**config.mk**
```make
export PLATFORM = sky130hd
export DESIGN_NAME = hpp_host_port
export DESIGN_NICKNAME = d
export VERILOG_FILES = /design/src/hw/hpp_pkg.sv /design/src/hw/hpp_evt_if.sv /design/src/hw/hpp_busy_timer.sv /design/src/hw/hpp_host_port.sv /design/src/hw/hpp_irq_regs.sv
export SDC_FILE = /design/constraint.sdc
export NUM_CORES = 1
export LEC_CHECK = 0
export BUFFER_PORTS_ARGS = -buffer_cell sky130_fd_sc_hd__buf_4
export CORE_MARGIN = 2
export CORE_UTILIZATION = 57
export CTS_BUF_LIST = sky130_fd_sc_hd__clkbuf_4 sky130_fd_sc_hd__clkbuf_8
export DETAILED_ROUTE_END_ITERATION = 16
export PLACE_DENSITY = 0.9
export SLEW_MARGIN = 20
export SYNTH_ARGS = -nofsm -noshare
export SYNTH_HDL_FRONTEND = slang
export SYNTH_SLANG_ARGS = --single-unit
```
**constraint.sdc**
```tcl
create_clock -name clk -period 2.6 [get_ports clk]
set_clock_uncertainty 0.1 [all_clocks]
set_input_delay 0.26 -clock clk [delete_from_list [all_inputs] [get_ports clk]]
set_output_delay 0.26 -clock clk [all_outputs]
set_load 0.02 [all_outputs]
```
**src/hw/hpp_pkg.sv**
```systemverilog
// ****************************************************************
// Shared constants of the host port block.
// ****************************************************************
package hpp_pkg;
    // APB register byte offsets.
    localparam logic [7:0] OFF_CTRL = 8'h00;
    localparam logic [7:0] OFF_STATUS = 8'h04;
    localparam logic [7:0] OFF_MASK = 8'h08;
    localparam logic [7:0] OFF_HADDR = 8'h0c;
    localparam logic [7:0] OFF_TOHOST = 8'h10;
    localparam logic [7:0] OFF_FROMHOST = 8'h14;
    localparam logic [7:0] OFF_GPIO = 8'h18;
    // Control register fields.
    localparam int CTRL_HOLDER = 0;
    localparam int CTRL_HOSTIRQ = 1;
    localparam int CTRL_PORTEN = 2;
    localparam int CTRL_WIDE = 3;
    localparam logic [31:0] CTRL_RESET = 32'h0000_0000;
    // GPIO register fields: output, direction, pin level.
    localparam int GPIO_OUT_LSB = 0;
    localparam int GPIO_DIR_LSB = 8;
    localparam int GPIO_IN_LSB = 16;
    // Event bits of the status and mask registers.
    localparam int NEV = 4;
    localparam int EV_HWRITE = 0;
    localparam int EV_HREAD = 1;
    localparam int EV_ACK = 2;
    localparam int EV_ADDR = 3;
    // Host register selection codes.
    localparam logic [1:0] SEL_CTRL = 2'h0;
    localparam logic [1:0] SEL_DATA = 2'h1;
    localparam logic [1:0] SEL_ADDR = 2'h2;
    // Host control register: writing a one here acknowledges the interrupt.
    localparam int HCTRL_ACK = 2;
    // Busy time after each host strobe.
    localparam int CLK_PERIOD_PS = 4000;
    localparam int BUSY_TIME_PS = 12000;
    localparam int BUSY_CYC = (BUSY_TIME_PS + CLK_PERIOD_PS - 1) / CLK_PERIOD_PS;
endpackage : hpp_pkg

```
**src/hw/hpp_evt_if.sv**
```systemverilog
`timescale 1ns/1ps
// ****************************************************************
// Event, interrupt and busy signals between the core and its helpers.
// ****************************************************************
interface hpp_evt_if;
    import hpp_pkg::*;
    logic [NEV-1:0] evt; // One-cycle event pulses.
    logic wrStatus; // Write-one-to-clear strobe.
    logic wrMask; // Mask write strobe.
    logic [NEV-1:0] wdata; // Write data for both.
    logic [NEV-1:0] status; // Sticky status.
    logic [NEV-1:0] mask; // Mask bits.
    logic irq; // Summary interrupt.
    logic start; // Starts a busy period.
    logic busy; // Busy period running.
    modport core (output evt, wrStatus, wrMask, wdata, start,
        input status, mask, irq, busy);
    modport irqs (input evt, wrStatus, wrMask, wdata, output status, mask, irq);
    modport timer (input start, output busy);
endinterface : hpp_evt_if

```
**src/hw/hpp_busy_timer.sv**
```systemverilog
`timescale 1ns/1ps
// ****************************************************************
// Busy timer that holds the port not ready after each strobe.
// ****************************************************************
module hpp_busy_timer #(
    parameter int COUNT = hpp_pkg::BUSY_CYC
) (
    input wire logic clk,
    input wire logic arst_n,
    hpp_evt_if.timer tif
);
    import hpp_pkg::*;
    typedef struct packed {
        logic [7:0] cnt;
    } hpp_tmr_s;
    hpp_tmr_s s_q, s_d; // Whole state of the timer.

    // A start reloads the count; otherwise it runs down to zero.
    always_comb
    begin
        s_d = s_q;
        if (tif.start)
        begin
            s_d.cnt = 8'(COUNT);
        end
        else if (s_q.cnt != 8'h00)
        begin
            s_d.cnt = s_q.cnt - 8'h01;
        end
    end

    // State register.
    always_ff @(posedge clk or negedge arst_n)
    begin
        if (!arst_n)
        begin
            s_q <= '0;
        end
        else
        begin
            s_q <= s_d;
        end
    end

    assign tif.busy = (s_q.cnt != 8'h00);
endmodule : hpp_busy_timer

```
**src/hw/hpp_host_port.sv**
```systemverilog
// The APB interface to the registers and the register offsets were left to the implementer.
`timescale 1ns/1ps
// ****************************************************************
// Host port core: pins, host registers, APB slave.
// ****************************************************************
// Summary of operation
// - Host exchanges data over shared data pins
// - Data pins float unless reading, and always when forced
// - Holders keep last level when undriven
// - Holders off at reset, software bit
// - Pull-ups on only when port disabled
// - Wide mode ignores register select
// - Address strobe latches the host address
// - Ready shows next transfer is accepted
// - Ready driven high during reset
// - Interrupt high in reset, unused wide
// - Ready and interrupt float when forced
// - Data pins serve as GPIO otherwise
// - Port strap sampled at reset release
module hpp_host_port (
    input wire logic clk,
    input wire logic arst_n,
    input wire logic [7:0] paddr,
    input wire logic psel,
    input wire logic penable,
    input wire logic pwrite,
    input wire logic [31:0] pwdata,
    output logic [31:0] prdata,
    output logic pready,
    output logic pslverr,
    output logic irq,
    input wire logic [7:0] hostDataIn,
    output logic [7:0] hostDataOut,
    output logic [7:0] hostDataOeN,
    output logic holderEn,
    output logic [7:0] holderLevel,
    input wire logic hostRegisterSelect0,
    input wire logic hostRegisterSelect1,
    input wire logic byteOrderFlag,
    input wire logic portSelectN,
    input wire logic hostStrobeAN,
    input wire logic hostStrobeBN,
    input wire logic addrLatchStrobeN,
    input wire logic hostReadNotWrite,
    output logic portReadyOut,
    output logic portReadyOeN,
    output logic hostIrqOut,
    output logic hostIrqOeN,
    input wire logic floatAllN,
    input wire logic portEnableStrap,
    input wire logic wideModeStrap,
    output logic pullupEn
);
    import hpp_pkg::*;

    // ****************************************************************
    // State and helpers
    // ****************************************************************
    typedef struct packed {
        logic strapDone; // Straps have been caught after reset.
        logic portEn; // Host port selected by strap.
        logic wide; // Wide mode strap.
        logic holder; // Bus holder enable.
        logic hostIrq; // Interrupt towards the host pending.
        logic irqPin; // Registered level of the interrupt pin.
        logic strobeDly; // Previous combined strobe.
        logic alsDly; // Previous address strobe.
        logic drive; // Read data on the pins.
        logic [7:0] dout; // Read byte.
        logic [15:0] haddr; // Host address register.
        logic [15:0] toHost; // Word that software offers the host.
        logic [15:0] fromHost; // Word that the host wrote.
        logic [7:0] gpioOut; // GPIO output levels.
        logic [7:0] gpioDir; // GPIO directions, one means output.
        logic [7:0] lastLevel; // Last level seen on the pins.
        logic [31:0] prdata; // APB read data.
    } hpp_core_s;
    hpp_core_s s_q, s_d; // Whole state of the core.

    hpp_evt_if eif(); // Links to the helper modules.
    logic [1:0] sel; // Effective register select.
    logic strobeNow; // Combined strobe with select.
    logic take; // A strobe edge is accepted.
    logic alsFall; // Address strobe edge.
    logic apbWr; // APB write in access phase.
    logic apbSetup; // APB setup phase.
    logic mapped; // Address hits a register.
    logic [15:0] hword; // Host register word being read.
    logic [7:0] rbyte; // Byte of it that goes out.
    logic [7:0] wbyte; // Register byte lane mask for host writes.
    logic ackWr; // Host acknowledged the interrupt.

    hpp_irq_regs u_irq (
        .clk(clk),
        .arst_n(arst_n),
        .eif(eif)
    );
    hpp_busy_timer #(
        .COUNT(BUSY_CYC)
    ) u_tmr (
        .clk(clk),
        .arst_n(arst_n),
        .tif(eif)
    );

    // ****************************************************************
    // Host side decode
    // ****************************************************************
    // Strobes are active low; either one pulses while the other rests high.
    // Select must stay low the whole access, so a high select drops it.
    // select gates strobes
    assign strobeNow = s_q.portEn & ~portSelectN & (~hostStrobeAN | ~hostStrobeBN);
    assign take = strobeNow & ~s_q.strobeDly & ~eif.busy;
    assign alsFall = s_q.portEn & ~portSelectN & ~addrLatchStrobeN & ~s_q.alsDly;
    assign sel = s_q.wide ? SEL_DATA : {hostRegisterSelect1, hostRegisterSelect0};
    assign ackWr = take & ~hostReadNotWrite & (sel == SEL_CTRL) & hostDataIn[HCTRL_ACK];
    assign apbSetup = psel & ~penable;
    assign apbWr = psel & penable & pwrite;

    // Word the host reads for the selected register; code three reads data.
    always_comb
    begin
        case (sel)
            SEL_CTRL: hword = 16'(s_q.hostIrq);
            SEL_ADDR: hword = s_q.haddr;
            default: hword = s_q.toHost;
        endcase
        if (s_q.wide)
        begin
            rbyte = hword[7:0];
            wbyte = 8'h01;
        end
        else if (byteOrderFlag)
        begin
            rbyte = hword[7:0];
            wbyte = 8'h01;
        end
        else
        begin
            rbyte = hword[15:8];
            wbyte = 8'h02;
        end
    end

    // APB decode of mapped offsets; anything else answers with an error.
    always_comb
    begin
        case (paddr)
            OFF_CTRL, OFF_STATUS, OFF_MASK, OFF_HADDR: mapped = 1'b1;
            OFF_TOHOST, OFF_FROMHOST, OFF_GPIO: mapped = 1'b1;
            default: mapped = 1'b0;
        endcase
    end

    // ****************************************************************
    // Next state
    // ****************************************************************
    always_comb
    begin
        s_d = s_q;
        s_d.strobeDly = strobeNow;
        s_d.alsDly = s_q.portEn & ~portSelectN & ~addrLatchStrobeN;
        s_d.lastLevel = hostDataIn;
        if (!s_q.strapDone)
        begin
            s_d.strapDone = 1'b1;
            s_d.portEn = portEnableStrap;
            s_d.wide = wideModeStrap;
        end
        if (alsFall)
        begin
            if (wbyte[0])
            begin
                s_d.haddr[7:0] = hostDataIn;
            end
            else
            begin
                s_d.haddr[15:8] = hostDataIn;
            end
        end
        if (take & hostReadNotWrite)
        begin
            s_d.drive = 1'b1;
            s_d.dout = rbyte;
        end
        else if (!(strobeNow & hostReadNotWrite))
        begin
            s_d.drive = 1'b0;
        end
        // Host writes land in the selected register half.
        if (take & ~hostReadNotWrite & (sel == SEL_ADDR))
        begin
            if (wbyte[0])
            begin
                s_d.haddr[7:0] = hostDataIn;
            end
            else
            begin
                s_d.haddr[15:8] = hostDataIn;
            end
        end
        if (take & ~hostReadNotWrite & (sel != SEL_CTRL) & (sel != SEL_ADDR))
        begin
            if (wbyte[0])
            begin
                s_d.fromHost[7:0] = hostDataIn;
            end
            else
            begin
                s_d.fromHost[15:8] = hostDataIn;
            end
        end
        if (ackWr)
        begin
            s_d.hostIrq = 1'b0;
        end
        // APB writes; a software set wins over a same-cycle acknowledge.
        if (apbWr)
        begin
            case (paddr)
                OFF_CTRL:
                begin
                    s_d.holder = pwdata[CTRL_HOLDER];
                    if (pwdata[CTRL_HOSTIRQ])
                    begin
                        s_d.hostIrq = 1'b1;
                    end
                end
                OFF_TOHOST: s_d.toHost = pwdata[15:0];
                OFF_GPIO:
                begin
                    s_d.gpioOut = pwdata[GPIO_OUT_LSB +: 8];
                    s_d.gpioDir = pwdata[GPIO_DIR_LSB +: 8];
                end
                default: s_d.holder = s_d.holder;
            endcase
        end
        s_d.irqPin = ~(s_d.hostIrq & ~s_d.wide);
        // Read data is fixed in the setup phase so the access needs no wait.
        if (apbSetup)
        begin
            case (paddr)
                OFF_CTRL: s_d.prdata = {28'h0000000, s_q.wide, s_q.portEn, s_q.hostIrq,
                    s_q.holder};
                OFF_STATUS: s_d.prdata = 32'(eif.status);
                OFF_MASK: s_d.prdata = 32'(eif.mask);
                OFF_HADDR: s_d.prdata = 32'(s_q.haddr);
                OFF_TOHOST: s_d.prdata = 32'(s_q.toHost);
                OFF_FROMHOST: s_d.prdata = 32'(s_q.fromHost);
                OFF_GPIO: s_d.prdata = {8'h00, s_q.lastLevel, s_q.gpioDir, s_q.gpioOut};
                default: s_d.prdata = 32'h0000_0000;
            endcase
        end
    end

    // State register; the interrupt pin idles high from reset.
    always_ff @(posedge clk or negedge arst_n)
    begin
        if (!arst_n)
        begin
            s_q <= '0;
            s_q.irqPin <= 1'b1;
        end
        else
        begin
            s_q <= s_d;
        end
    end

    // ****************************************************************
    // Helpers and pins
    // ****************************************************************
    assign eif.evt[EV_HWRITE] = take & ~hostReadNotWrite & (sel == SEL_DATA) & wbyte[0];
    assign eif.evt[EV_HREAD] = take & hostReadNotWrite & (sel == SEL_DATA) & wbyte[0];
    assign eif.evt[EV_ACK] = ackWr;
    assign eif.evt[EV_ADDR] = alsFall;
    assign eif.wrStatus = apbWr & (paddr == OFF_STATUS);
    assign eif.wrMask = apbWr & (paddr == OFF_MASK);
    assign eif.wdata = pwdata[NEV-1:0];
    assign eif.start = take;

    assign prdata = s_q.prdata;
    assign pready = 1'b1;
    assign pslverr = psel & penable & ~mapped;
    assign irq = eif.irq;

    generate
        for (genvar i = 0; i < 8; i++)
        begin : g_pin
            assign hostDataOut[i] = s_q.portEn ? s_q.dout[i] : s_q.gpioOut[i];
            assign hostDataOeN[i] = ~floatAllN
                | (s_q.portEn ? ~s_q.drive : ~s_q.gpioDir[i]);
        end
    endgenerate
    assign holderEn = s_q.holder & (&hostDataOeN);
    assign holderLevel = s_q.lastLevel;
    assign pullupEn = ~s_q.portEn;
    assign portReadyOut = ~eif.busy;
    assign portReadyOeN = ~floatAllN;
    assign hostIrqOeN = ~floatAllN;
    assign hostIrqOut = s_q.irqPin;
endmodule : hpp_host_port

```
**src/hw/hpp_irq_regs.sv**
```systemverilog
`timescale 1ns/1ps
// ****************************************************************
// Sticky status, mask and the summary interrupt line.
// ****************************************************************
module hpp_irq_regs (
    input wire logic clk,
    input wire logic arst_n,
    hpp_evt_if.irqs eif
);
    import hpp_pkg::*;
    typedef struct packed {
        logic [NEV-1:0] status;
        logic [NEV-1:0] mask;
    } hpp_irq_s;
    hpp_irq_s s_q, s_d; // Whole state of the interrupt block.

    // A new event wins over a write-one-to-clear in the same cycle.
    always_comb
    begin
        s_d = s_q;
        if (eif.wrStatus)
        begin
            s_d.status = s_q.status & ~eif.wdata;
        end
        s_d.status = s_d.status | eif.evt;
        if (eif.wrMask)
        begin
            s_d.mask = eif.wdata;
        end
    end

    // State register.
    always_ff @(posedge clk or negedge arst_n)
    begin
        if (!arst_n)
        begin
            s_q <= '0;
        end
        else
        begin
            s_q <= s_d;
        end
    end

    assign eif.status = s_q.status;
    assign eif.mask = s_q.mask;
    assign eif.irq = |(s_q.status & s_q.mask);
endmodule : hpp_irq_regs

```
==> impl_metrics.csv <==
group,metric,value,unit
route,vias,5011,
global_route,grt_pass1_vias,4975,
sta,timing_worst_slew_pin_value,1.02,ns
sta,setup_repair_after_global_routing_missed_its_margin,"false",
sta,finalHoldWorstSlack,0.168,ns
hold_path,timing.hold.worst.class,"in2reg",
sta,timing.final.setup_violations,0,
hold_path,min_delay_worst_endpoint,"u_irq.eif.status[1]",
pwr,power.static_leakage,3.71,nW
floorplanning,coreArea,10800,µm²
clock_tree,num_cts_buffers,17,
setup_path,worst-r2r-setup-slack,0.08,ns
setup_path,r2r_cells,5,
clock_tree,clockRootBuffer,"sky130_fd_sc_hd__clkbuf_8",
yosys,synth_seq_cells,129,
route,drcViolationCount,0,
global_route,grt.overflow.total,0,
final_layout,num-fill-cells,690,
placed_design,post_detailed_placement_half_perimeter_wirelength,11400,µm
clock_tree,clock_tree_from_tritoncts,"built",
final_layout,antennaDiodeCount,0,
final_layout,number_of_nets_in_the_final_layout,717,
setup_path,critical_path.endpoint_type,"flip-flop",
route,ant_nets,0,
floorplanning,ios,129,
clock_tree,clk_pin_slew,0.07,ns
route,drt_iter0_markers,572,
floorplanning,rows,38,
setup_path,max_stage_delay,0.56,ns
floorplanning,dieArea,11900,µm²
yosys,post_synth.cell_area_avg,11.6,µm²
yosys,synth_seq_area_share,51.1,%
sta,final_hold_viol_count,0,
global_route,global_route.usage.total,30.5,%
placed_design,port_buffers,103,
clock_tree,cts_sinks,129,
yosys,netlist-cell-type-count,49,
clock_tree,clock_insertion_delay_worst_skew,0.45,ns
setup_path,path_max_fanout,8,
setup_path,timing.rr.start,"u_tmr.s_q[4]",
sta,post-route-period-util,96.9,%
clock_tree,clock_tree.buffer_depth,2,
hold_path,beginning_of_the_worst_hold_path,"byteOrderFlag",
sta,worst_slew_margin_rel,31.8,%
route,routed_wirelength,17200,µm
placed_design,place.gp.congestion,0.899,
yosys,mappedNetlistArea,6320,µm²
pwr,ir_drop,0.000554,V
final_layout,layout.cells.most_common_list,"sky130_fd_sc_hd__dfrtp_1 (128), sky130_fd_sc_hd__buf_4 (117), sky130_fd_sc_hd__mux2_2 (94)",
setup_path,critical-path-slowest-cell,"sky130_fd_sc_hd__or4_4",
final_layout,areaGrowthSynthToFinish,23.1,%
sta,final.min_clock_period,2.52,ns
hold_path,min_path_cells,4,
global_route,grt_first_pass_wirelength,26800,µm
setup_path,crit_chain,"or4_4 -> a2111o_1 -> o31ai_4 -> buf_12 -> mux2_2",
yosys,yosys_warnings,0,
yosys,synth_cells,543,
final_layout,final_common_cell,"sky130_fd_sc_hd__dfrtp_1",
floorplanning,initial_utilization,58.3,%
setup_path,cp-start-kind,"flip-flop",
route,routed_via_density,6.23,
yosys,synth_edf_count,0,
final_layout,final_cell_count_without_fillers,804,
yosys,async_reset_ff_share,100,%
final_layout,drive_above_1_share,39.0,%
sta,max_freq,397,MHz
route,drt_pass1_iterations,5,
setup_path,cp_data_arrival_time,2.75,ns
outcome,status,"finished clean",
setup_path,setup.worst_path.class,"reg2reg",
yosys,synthFlopType,"sky130_fd_sc_hd__dfrtp_1",
flow_run,max_cap_viol_count,0,
sta,fin_tns_setup,0,ns
pwr,power_per_cell_area,630,nW/µm²
global_route,grt_max_degree,66,
clock_tree,postCtsSetupBuffers,0,
sta,report.final.slew_viol_count,0,
global_route,antenna_found_initial,0,
route,routed_wire_length_per_instance,21.3,µm
floorplanning,die_h,109,µm
placed_design,post-place-cells,741,
floorplanning,fp.dieW,109,µm
clock_tree,clock_tree.htree_level_count,4,
setup_path,cp.required,2.82,ns
pwr,design_power_total,0.00491,W
synthesized netlist by cell type (2+ instances only):
cell	n	share of area (%)
sky130_fd_sc_hd__a22o_1	10	1.4
sky130_fd_sc_hd__o21ai_0	36	2.8
sky130_fd_sc_hd__mux2i_1	18	2.8
sky130_fd_sc_hd__nand2_1	13	0.77
sky130_fd_sc_hd__nor4_1	3	0.30
sky130_fd_sc_hd__and2_1	4	0.40
sky130_fd_sc_hd__buf_4	42	5.0
sky130_fd_sc_hd__nor2b_1	14	1.4
sky130_fd_sc_hd__nor2_1	22	1.3
sky130_fd_sc_hd__xor2_1	2	0.28
sky130_fd_sc_hd__o211ai_1	2	0.24
sky130_fd_sc_hd__nor4b_1	2	0.28
sky130_fd_sc_hd__xnor2_1	2	0.28
sky130_fd_sc_hd__a31oi_1	8	0.79
sky130_fd_sc_hd__clkbuf_1	26	1.5
sky130_fd_sc_hd__dfrtp_1	128	51
sky130_fd_sc_hd__a221oi_1	11	1.5
sky130_fd_sc_hd__a32oi_1	3	0.42
sky130_fd_sc_hd__nor3b_1	3	0.36
sky130_fd_sc_hd__buf_1	2	0.12
sky130_fd_sc_hd__conb_1	2	0.12
sky130_fd_sc_hd__a21oi_1	16	1.3
sky130_fd_sc_hd__or4_1	2	0.24
sky130_fd_sc_hd__a22oi_1	17	2.0
sky130_fd_sc_hd__o31ai_4	2	0.67
sky130_fd_sc_hd__nand2b_1	3	0.30
sky130_fd_sc_hd__and3_1	4	0.40
sky130_fd_sc_hd__or2_2	2	0.20
sky130_fd_sc_hd__nand3_1	13	1.0
sky130_fd_sc_hd__a211oi_1	2	0.24
sky130_fd_sc_hd__mux2_2	94	17
sky130_fd_sc_hd__inv_1	6	0.36
sky130_fd_sc_hd__nand4_1	4	0.40
sky130_fd_sc_hd__ha_1	2	0.40
sky130_fd_sc_hd__nor3_1	9	0.71
worst max-delay path, delay by kind of cell, from the launching register on:
family / cells / cell delay (ns)
AOI/OAI and AO/OA: 2 / 0.81
buffers and inverters: 1 / 0.17
DFF: 1 / 0.43
muxes: 1 / 0.34
and+or+nand+nor: 1 / 0.56
timing repair:
item	in CTS	in global routing
hold buffers	31	0
endpoints found under the hold margin	92	0
setup endpoints to repair	5	0
resized for setup	1	0
cells by family (layout without fill, tap and decap cells):
logic type / after synthesis / count (layout) / synth area share, %
xor gates and xnor gates: 4 / 4 / 0.554
AOI/OAI and AO/OA: 114 / 114 / 12.3
buffers and inverters: 77 / 190 / 7.08
DFF: 129 / 129 / 51.1
other: 2 / 10 / 0.119
muxes: 112 / 112 / 19.6
adders and majority gates: 2 / 2 / 0.396
and+or+nand+nor: 103 / 103 / 8.83
per-layer routing:
metal	track usage, %	up-vias	wire length (µm)
met3	7.94	46	1770
met4	10.9	0	476
met5	0	-	0
li1	-	2161	-
met2	48.9	348	8160
met1	40.4	2456	6760
cell type report:
type                    count  area [µm²]  share of cell area, %
clock inverters            12         134                   1.72
inverters                   6        22.5                  0.289
repair buffers            152        1270                   16.3
well taps                 140         175                   2.25
multi-input cells         345        2690                   34.5
clock buffers              20         269                   3.46
flip-flops and latches    129        3230                   41.5
metrics by stage:
step           setup WS [ns]  util (%)  instance area (µm²)
2_1_floorplan          0.145         -                 6350
6_report              0.0793      71.8                 7780
5_1_grt               0.0208      71.8                 7780
4_1_cts               0.0841      71.8                 7780
3_5_place_dp          0.0226      65.2                 7070
3_3_place_gp          0.0742      65.2                 7070
worst max-delay path by stage:
stage | from | to | slack (ns) | cells after the start
finish | u_tmr.s_q[4] | flip-flop | 0.08 | 5
global route | u_tmr.s_q[1] | s_q[70] | 0.02 | 7
CTS | u_tmr.s_q[4] | flip-flop | 0.08 | 5
detailed placement | u_tmr.s_q[0] | s_q[64] | 0.02 | 7
global placement | u_tmr.s_q[0] | s_q[66] | 0.07 | 7
floorplan | u_tmr.s_q[0] | s_q[104] | 0.14 | 8
power by group:
group / switching, W / leakage (nW) / internal (W)
combinational: 0.000382 / 1.79 / 0.000377
sequential: 0.000224 / 1.72 / 0.00221
clock: 0.000802 / 0.203 / 0.000915
total: 0.00141 / 3.71 / 0.00350
No activity file was read; power rests on OpenSTA's default activity.
